**src/design/serial_port_regs.vh**
```
// Constants for the serial port with flow control.
// Assumes a 25 MHz system clock and an 8-bit character path.
`ifndef SERIAL_PORT_REGS_VH
`define SERIAL_PORT_REGS_VH
`define CLK_HZ 25000000
`define RATE_4800 3'h0
`define RATE_9600 3'h1
`define RATE_19200 3'h2
`define RATE_38400 3'h3
`define RATE_57600 3'h4
`define RATE_115200 3'h5
`define DIV_4800 16'h1457
`define DIV_9600 16'h0a2c
`define DIV_19200 16'h0516
`define DIV_38400 16'h028b
`define DIV_57600 16'h01b2
`define DIV_115200 16'h00d9
`define PAR_NONE 2'h0
`define PAR_ODD 2'h1
`define PAR_EVEN 2'h2
`define FLOW_NONE 3'h0
`define FLOW_XON 3'h1
`define FLOW_DSR 3'h2
`define FLOW_CTS 3'h3
`define FLOW_FULL 3'h4
`define CHAR_XOFF 8'h13
`define CHAR_XON 8'h11
`define RX_HIGH_MARK 8'h64
`define RX_LOW_MARK 8'h50
`define RX_DEPTH 128
`endif

```
**src/design/serial_tx.v**
```verilog
// Serial transmitter: start, 8 data bits LSB first, optional parity, one stop.
// Assumes div is stable while a frame is in flight.
`timescale 1ns/1ps
`include "serial_port_regs.vh"
module serial_tx (
    input wire clk,
    input wire resetn,
    input wire [15:0] div,
    input wire [1:0] parity,
    input wire start,
    input wire [7:0] data,
    output reg busy,
    output reg txd
);
    reg [15:0] cnt_reg;
    reg [3:0] bit_reg;
    reg [10:0] shift_reg;
    reg [3:0] last_reg;
    wire par_bit = (parity == `PAR_ODD) ? ~(^data) : (^data);
    always @(posedge clk) begin
        if (!resetn) begin
            busy <= 1'b0;
            txd <= 1'b1;
            cnt_reg <= 16'h0000;
            bit_reg <= 4'h0;
            shift_reg <= 11'h7ff;
            last_reg <= 4'h9;
        end else if (!busy) begin
            txd <= 1'b1;
            if (start) begin
                // (RL13) frame build
                busy <= 1'b1;
                txd <= 1'b0;
                cnt_reg <= div;
                bit_reg <= 4'h0;
                if (parity == `PAR_NONE) begin
                    shift_reg <= {2'b11, 1'b1, data};
                    last_reg <= 4'h9;
                end else begin
                    shift_reg <= {2'b11, par_bit, data};
                    last_reg <= 4'ha;
                end
            end
        end else if (cnt_reg != 16'h0000) begin
            cnt_reg <= cnt_reg - 16'h0001;
        end else if (bit_reg == last_reg) begin
            busy <= 1'b0;
            txd <= 1'b1;
        end else begin
            txd <= shift_reg[0];
            shift_reg <= {1'b1, shift_reg[10:1]};
            bit_reg <= bit_reg + 4'h1;
            cnt_reg <= div;
        end
    end
endmodule

```
**src/design/serial_rx.v**
```verilog
// Serial receiver sampling each bit at its middle.
// Assumes the line idles high; parity errors are flagged, not dropped.
`timescale 1ns/1ps
`include "serial_port_regs.vh"
module serial_rx (
    input wire clk,
    input wire resetn,
    input wire [15:0] div,
    input wire [1:0] parity,
    input wire rxd,
    output reg valid,
    output reg [7:0] data,
    output reg par_err
);
    reg [15:0] cnt_reg;
    reg [3:0] bit_reg;
    reg active_reg;
    reg [8:0] sh_reg;
    wire [3:0] last = (parity == `PAR_NONE) ? 4'h9 : 4'ha;
    always @(posedge clk) begin
        if (!resetn) begin
            valid <= 1'b0;
            data <= 8'h00;
            par_err <= 1'b0;
            cnt_reg <= 16'h0000;
            bit_reg <= 4'h0;
            active_reg <= 1'b0;
            sh_reg <= 9'h000;
        end else begin
            valid <= 1'b0;
            if (!active_reg) begin
                if (!rxd) begin
                    active_reg <= 1'b1;
                    cnt_reg <= {1'b0, div[15:1]};
                    bit_reg <= 4'h0;
                end
            end else if (cnt_reg != 16'h0000) begin
                cnt_reg <= cnt_reg - 16'h0001;
            end else begin
                cnt_reg <= div;
                bit_reg <= bit_reg + 4'h1;
                if (bit_reg == 4'h0) begin
                    if (rxd) begin
                        active_reg <= 1'b0;
                    end
                end else if (bit_reg == last) begin
                    // (RL13) stop bit closes frame
                    active_reg <= 1'b0;
                    valid <= rxd;
                    data <= sh_reg[7:0];
                    if (parity == `PAR_NONE) begin
                        par_err <= 1'b0;
                    end else begin
                        par_err <= (^sh_reg) ^ (parity == `PAR_ODD);
                    end
                end else if (bit_reg == 4'h9) begin
                    sh_reg[8] <= rxd;
                end else begin
                    sh_reg <= {sh_reg[8], rxd, sh_reg[7:1]};
                end
            end
        end
    end
endmodule

```
**src/design/serial_port_flow_control.v**
```verilog
// Summary of operation
// (RL1) Six line rates from 4800 to 115200 baud are selectable and read back.
// (RL2) The line rate lives in a store that reset, preset and power loss do not touch.
// (RL3) Parity is none, odd or even, with none as the default.
// (RL4) The parity choice is kept in the same persistent store.
// (RL5) Flow control has five readable, writable choices.
// (RL6) The far party configures the same flow-control choice.
// (RL7) With no flow control the far party keeps to slow rates and short messages.
// (RL8) In pacing mode XOFF 13H stops transmission and XON 11H resumes it.
// (RL9) In DSR/DTR mode transmission runs only while DSR is asserted.
// (RL10) In DSR/DTR mode DTR drops near 100 buffered characters and returns later.
// (RL11) In CTS/RTS mode transmission runs only while CTS is asserted.
// (RL12) In CTS/RTS mode RTS drops near 100 buffered characters and returns later.
// (RL13) A frame is start, eight data bits LSB first, optional parity, one stop.
// (RL14) Full handshake needs both DSR and CTS and drives DTR and RTS together.
//
// Serial port top with flow control and a receive buffer.
// Persistent settings come from an outside store through a load strobe;
// this block holds a working copy that its own reset does not clear.
`timescale 1ns/1ps
`include "serial_port_regs.vh"
module serial_port_flow_control #(
    parameter DEPTH = `RX_DEPTH
) (
    input wire CLK,
    input wire RESETN,
    input wire CFG_WRITE,
    input wire [2:0] CFG_RATE,
    input wire [1:0] CFG_PARITY,
    input wire [2:0] CFG_FLOW,
    output reg [2:0] RATE_SEL,
    output reg [1:0] PARITY_SEL,
    output reg [2:0] FLOW_SEL,
    input wire TX_VALID,
    input wire [7:0] TX_DATA,
    output reg TX_READY,
    output reg RX_VALID,
    output reg [7:0] RX_DATA,
    output reg RX_PAR_ERR,
    input wire RX_READY,
    input wire RXD,
    output reg TXD,
    input wire DSR,
    input wire CTS,
    output reg DTR,
    output reg RTS,
    output reg TX_PAUSED
);
    localparam AW = 7;
    localparam ST_IDLE = 2'h0;
    localparam ST_LOAD = 2'h1;
    localparam ST_WAIT = 2'h2;

    reg [15:0] div;
    wire tx_busy;
    wire tx_line;
    wire rx_valid;
    wire [7:0] rx_byte;
    wire rx_perr;
    reg [1:0] state_reg;
    reg [7:0] hold_reg;
    reg xoff_reg;
    reg [8:0] mem [0:DEPTH-1];
    reg [AW-1:0] wr_reg;
    reg [AW-1:0] rd_reg;
    reg [7:0] fill_reg;
    reg hold_rx_reg;
    reg tx_ok;
    reg [1:0] state_next;
    reg [7:0] hold_next;
    reg ready_next;
    reg [AW-1:0] wr_next;
    reg [AW-1:0] rd_next;
    reg [7:0] fill_next;
    reg load_out;
    reg dsr_mode;
    reg cts_mode;
    wire push;
    wire pop;

    // (RL1) rate divider select
    always @* begin
        case (RATE_SEL)
            `RATE_4800: div = `DIV_4800;
            `RATE_9600: div = `DIV_9600;
            `RATE_19200: div = `DIV_19200;
            `RATE_38400: div = `DIV_38400;
            `RATE_57600: div = `DIV_57600;
            default: div = `DIV_115200;
        endcase
    end

    // Settings are persistent: RESETN stands for a preset or factory reset
    // and must not change them, so only the write strobe updates them.
    // The initial values model what the store yields at first power-up.
    // (RL3) parity none by default
    initial begin
        RATE_SEL = `RATE_9600;
        PARITY_SEL = `PAR_NONE;
        FLOW_SEL = `FLOW_NONE;
    end
    // (RL2) persistent rate
    // (RL4) persistent parity
    // (RL5) flow mode store
    always @(posedge CLK) begin
        if (CFG_WRITE) begin
            if (CFG_RATE <= `RATE_115200) begin
                RATE_SEL <= CFG_RATE;
            end
            if (CFG_PARITY != 2'h3) begin
                PARITY_SEL <= CFG_PARITY;
            end
            if (CFG_FLOW <= `FLOW_FULL) begin
                FLOW_SEL <= CFG_FLOW;
            end
        end
    end

    // (RL9) DSR gating
    // (RL11) CTS gating
    // (RL14) both lines needed
    always @* begin
        dsr_mode = 1'b0;
        cts_mode = 1'b0;
        case (FLOW_SEL)
            `FLOW_DSR: begin
                dsr_mode = 1'b1;
            end
            `FLOW_CTS: begin
                cts_mode = 1'b1;
            end
            `FLOW_FULL: begin
                dsr_mode = 1'b1;
                cts_mode = 1'b1;
            end
            default: begin
                dsr_mode = 1'b0;
            end
        endcase
    end

    // The gates combine, so the full handshake mode waits for both lines.
    always @* begin
        tx_ok = 1'b1;
        if (FLOW_SEL == `FLOW_XON && xoff_reg) begin
            tx_ok = 1'b0;
        end
        if (dsr_mode && !DSR) begin
            tx_ok = 1'b0;
        end
        if (cts_mode && !CTS) begin
            tx_ok = 1'b0;
        end
    end

    serial_tx u_tx (
        .clk(CLK),
        .resetn(RESETN),
        .div(div),
        .parity(PARITY_SEL),
        .start(state_reg == ST_LOAD),
        .data(hold_reg),
        .busy(tx_busy),
        .txd(tx_line)
    );

    serial_rx u_rx (
        .clk(CLK),
        .resetn(RESETN),
        .div(div),
        .parity(PARITY_SEL),
        .rxd(RXD),
        .valid(rx_valid),
        .data(rx_byte),
        .par_err(rx_perr)
    );

    // A frame already on the line always finishes; pacing acts between characters.
    always @* begin
        state_next = state_reg;
        hold_next = hold_reg;
        ready_next = 1'b0;
        case (state_reg)
            ST_IDLE: begin
                if (TX_VALID && tx_ok && !TX_READY) begin
                    hold_next = TX_DATA;
                    ready_next = 1'b1;
                    state_next = ST_LOAD;
                end
            end
            ST_LOAD: begin
                state_next = ST_WAIT;
            end
            ST_WAIT: begin
                if (!tx_busy) begin
                    state_next = ST_IDLE;
                end
            end
            default: begin
                state_next = ST_IDLE;
            end
        endcase
    end

    always @(posedge CLK) begin
        if (!RESETN) begin
            state_reg <= ST_IDLE;
            hold_reg <= 8'h00;
            TX_READY <= 1'b0;
            TXD <= 1'b1;
            TX_PAUSED <= 1'b0;
        end else begin
            state_reg <= state_next;
            hold_reg <= hold_next;
            TX_READY <= ready_next;
            TXD <= tx_line;
            TX_PAUSED <= ~tx_ok;
        end
    end

    // (RL8) XOFF stops, XON resumes
    always @(posedge CLK) begin
        if (!RESETN) begin
            xoff_reg <= 1'b0;
        end else if (FLOW_SEL != `FLOW_XON) begin
            xoff_reg <= 1'b0;
        end else if (rx_valid && rx_byte == `CHAR_XOFF) begin
            xoff_reg <= 1'b1;
        end else if (rx_valid && rx_byte == `CHAR_XON) begin
            xoff_reg <= 1'b0;
        end
    end

    // A character that meets a full buffer is lost; the far side must honour
    // DTR or RTS well before that point.
    // Pacing characters are consumed, not stored, while pacing mode is active.
    assign push = rx_valid && (fill_reg < DEPTH) &&
        !(FLOW_SEL == `FLOW_XON && (rx_byte == `CHAR_XOFF || rx_byte == `CHAR_XON));
    assign pop = RX_VALID && RX_READY;

    always @(posedge CLK) begin
        if (push) begin
            mem[wr_reg] <= {rx_perr, rx_byte};
        end
    end

    // The output register refills whenever it is empty or being popped,
    // so a stored character shows on RX_VALID two cycles after its push.
    always @* begin
        wr_next = wr_reg;
        rd_next = rd_reg;
        load_out = (pop || !RX_VALID) && fill_reg != 8'h00;
        if (push) begin
            wr_next = wr_reg + 1'b1;
        end
        if (load_out) begin
            rd_next = rd_reg + 1'b1;
        end
        fill_next = fill_reg + {7'h00, push} - {7'h00, load_out};
    end

    always @(posedge CLK) begin
        if (!RESETN) begin
            wr_reg <= {AW{1'b0}};
            rd_reg <= {AW{1'b0}};
            fill_reg <= 8'h00;
            RX_VALID <= 1'b0;
            RX_DATA <= 8'h00;
            RX_PAR_ERR <= 1'b0;
        end else begin
            wr_reg <= wr_next;
            rd_reg <= rd_next;
            fill_reg <= fill_next;
            if (load_out) begin
                RX_VALID <= 1'b1;
                {RX_PAR_ERR, RX_DATA} <= mem[rd_reg];
            end else if (pop) begin
                RX_VALID <= 1'b0;
            end
        end
    end

    // Hysteresis keeps the handshake lines from chattering near the mark.
    always @(posedge CLK) begin
        if (!RESETN) begin
            hold_rx_reg <= 1'b0;
        end else if (fill_reg >= `RX_HIGH_MARK) begin
            hold_rx_reg <= 1'b1;
        end else if (fill_reg <= `RX_LOW_MARK) begin
            hold_rx_reg <= 1'b0;
        end
    end

    // (RL10) DTR from buffer fill
    // (RL12) RTS from buffer fill
    always @(posedge CLK) begin
        if (!RESETN) begin
            DTR <= 1'b1;
            RTS <= 1'b1;
        end else begin
            // Outside their modes the lines rest asserted so a watching host never stalls.
            DTR <= !(dsr_mode && hold_rx_reg);
            RTS <= !(cts_mode && hold_rx_reg);
        end
    end
endmodule

```
**config.mk**
```make
export PLATFORM = sky130hd
export DESIGN_NAME = serial_port_flow_control
export DESIGN_NICKNAME = d
export VERILOG_FILES = /design/src/design/serial_tx.v /design/src/design/serial_rx.v /design/src/design/serial_port_flow_control.v
export VERILOG_INCLUDE_DIRS = /design/src /design/src/design
export SDC_FILE = /design/constraint.sdc
export NUM_CORES = 2
export LEC_CHECK = 0
export BUFFER_PORTS_ARGS = -buffer_cell sky130_fd_sc_hd__buf_2
export CORE_AREA = 2 2 289 291
export CTS_CLUSTER_SIZE = 12
export DETAILED_ROUTE_END_ITERATION = 6
export DIE_AREA = 0 0 291 293
export GPL_ROUTABILITY_DRIVEN = 0
export GPL_TIMING_DRIVEN = 1
export HOLD_SLACK_MARGIN = 0.1
export PLACE_DENSITY = 0.82
export SYNTH_ARGS = -nofsm -noshare
export SYNTH_HDL_FRONTEND = slang
export SYNTH_SLANG_ARGS = --single-unit
```
**constraint.sdc**
```tcl
create_clock -name CLK -period 5.99 [get_ports CLK]
set_input_delay 0.599 -clock CLK [delete_from_list [all_inputs] [get_ports CLK]]
set_output_delay 0.599 -clock CLK [all_outputs]
set_load 0.005 [all_outputs]
```
==> metrics.txt <==
RSZ-0062 raised after global routing no; Hold Crit Start TX_DATA[0]; first-pass GRT wire length between 150000 and 200000 µm; I/O pin total 47; final wirelength between 100000 and 150000 µm; Synth cell types 72; Clock Latency Late Sink 0.71 ns; Die Y-Extent roughly 290 µm; I/O Buffers 46; Net Count, Synth a little under 3000; number of placement rows between 100 and 150; CTS Buf Count approximately 120; pin count of the biggest net entering global routing 139; clock sink count roughly 1300; actual slew at the worst max-slew pin about 1.3 ns; post-DP HPWL about 76000 µm; CTS tree done; Hold Crit Class input pin to flip-flop; total gr overflow 0; Vias 28349; asr flop ratio synth 0%; max-slew violations 0; Max Clk Rate 244.5 MHz; CP max stage cell dfxtp_4; Fin. Hold Viols 0; Clock H-tree levels 3; P_leak about 18 nW; number of setup violations in the final report 0; Die ar. approximately 85000 µm²; layout cells sized above 1 between 10% and 20%; final core occ about two thirds; Mapped Area ~50000 µm²; Initial Util between 60 and 70%; Worst Path Arrival 4.40 ns; Slew headroom between 10% and 20%; Nets 2961; Worst Setup SP u_rx.data[6]; critical path startpoint category flip-flop; min Tclk post-route 4.090 ns; post-DR vias/cell around 7.0; Worst Path Max Fanout 63; fraction of the cycle the final worst path needs 68.29%; Die Width roughly 290 µm; Clk pin slew, worst setup/hold paths around 0.060 ns; Post-Syn Instances 2849; Syn-to-layout area delta 9.072%; Overall Global Routing Usage a little under a third; maximum vdd drop around 0.38 mV; Avg Cell Area, Syn 18.02 µm²; failing checks DRC; WL/cell around 32 µm; number of flops mapped to enable cells by yosys about 1200; core area 81850 µm²; 1st-iter DRT viols between 4000 and 5000; drt pass-1 iters 7; sequential area share after synthesis slightly above 70%; pwr/cell area ~380 nW/µm²; Synth Flop Type edfxtp_1; WP data required about 6.3 ns; Synthesis Warnings 0; vias in the first global route ~28000; Crit Path Class flip-flop to flip-flop; ANT nets after route 0; Max stage delay on crit path approximately 0.83 ns; # fillers around 4900; clock root buffer clkbuf_16; cell seen most often among critical-path stages nor2_1; critical path's top delay family simple AND/OR/NAND/NOR gates; Final Skew around 0.036 ns; Max clock buf depth 3; post_cts resized 0; max reg flops 1152; maxcap violations 0; outcome finished with violations; Critical path buffers and inverters 2; Reg-to-Reg Start u_rx.data[6]; hold_ws between 0.15 and 0.2 ns; crit end category flip-flop; setup_tns 0 ns; commonest non-fill, non-tap cell in the layout edfxtp_1; crit path cell chain nor4b_1, nand3_1, and3_1, inv_1, nor2_1, nand3b_1, buf_4, nor2_1; DRC 9; Antenna diodes 0; Synth Register Bits about 1300; most frequent cells in the layout 1160 x edfxtp_1, 268 x mux4_2, 251 x nor2_1, 141 x mux2i_1, 133 x nand2_1; antenna violations before repair 4
==> Yosys cell counts, drive strengths merged, types with 8 or more instances <==
cell type,n,area [µm²]
edfxtp,1160,34830
mux4,268,6036
nor2,251,942.2
mux2i,141,1411
nand2,135,514.2
dfxtp,122,2442
buf,86,678.2
a21oi,77,385.4
clkbuf,76,285.3
o21ai,61,309.0
a22oi,38,285.3
nand3,32,165.2
a211oi,31,232.7
nor3,30,155.1
ha,26,325.3
inv,25,93.84
xnor2,24,210.2
nor2b,23,143.9
a221oi,20,187.7
a31oi,19,118.9
nand2b,16,100.1
xor2,16,140.1
nor4,14,100.1
o211ai,14,105.1
and2,13,81.33
a21o,11,82.58
o31ai,11,82.58
nand3b,9,67.56
or3,9,56.30
or2,8,50.05
==> where the power goes <==
| part | internal, mW | switching, mW | total (mW) |
|---|---|---|---|
| sequential | 9.71 | 0.251 | 9.97 |
| clock | 3.86 | 3.16 | 7.02 |
| combinational | 2.01 | 2.29 | 4.31 |
| total | 15.6 | 5.70 | 21.3 |
==> path summary, 6_finish.rpt <==
check	end	slack, ns	depth (start not counted)
worst max-delay path	mem[10][8]	1.90	8
worst min-delay path	hold_reg[0]	0.16	3
worst max register to register	mem[10][8]	1.90	8
worst min register to register	RTS	0.43	1
==> worst reg2reg max path: stages (launching register included) <==
cell      delay (ns)
dfxtp_4         0.83
nor4b_1         0.17
nand3_1         0.11
and3_1          0.31
inv_1           0.13
nor2_1          0.21
nand3b_1        0.77
buf_4           0.52
nor2_1          0.67
==> through the flow <==
| step | std cells | total power, mW | cell area, µm² | setup slack [ns] |
|---|---|---|---|---|
| after global placement | 3849 | 14.25 | 52400 | 2.146 |
| after detailed placement | 3849 | 14.37 | 52400 | 2.003 |
| after floorplan | 2849 | 13.37 | 51330 | 1.592 |
| after CTS | 4062 | 21.28 | 55990 | 2.019 |
| final | 4062 | 21.29 | 55990 | 1.900 |
| after global routing | 4062 | 21.87 | 55990 | 1.708 |
==> what timing repair did <==
item / 4_1_cts / 5_1_grt
hold buffers: 8 / 0
setup buffers: 0 / 0
endpoints found under the hold margin: 8 / 0
==> per-layer routing <==
metal / up-vias / global-route usage [%] / share of wire [%]
met4: 6 / 12.52 / 4.4
met1: 14235 / 41.39 / 35
met5: - / 0 / 0.025
met2: 2243 / 49.11 / 48
met3: 375 / 6.967 / 13
li1: 11490 / - / -
==> cells by family (layout without fill, tap and decap cells) <==
logic type / count (synthesis) / count (layout) / share of synthesized area, %
buf+inv: 188 / 331 / 2.067
xor+xnor: 40 / 40 / 0.6825
fa+ha+maj: 27 / 27 / 0.6728
simple gates: 569 / 569 / 5.041
compound gates: 329 / 329 / 4.300
mux: 414 / 414 / 14.62
flops: 1282 / 1282 / 72.62
==> final cells by class <==
cell class | count | area, µm² | area share (%)
Clock inverter | 15 | 138.9 | 0.2481
Timing Repair Buffer | 100 | 718.2 | 1.283
Sequential cell | 1282 | 37320 | 66.66
Clock buffer | 190 | 3368 | 6.016
Inverter | 26 | 97.59 | 0.1743
Tap cell | 1070 | 1339 | 2.391
Multi-Input combinational cell | 1379 | 13000 | 23.23
(Power assumes the default switching activity.)
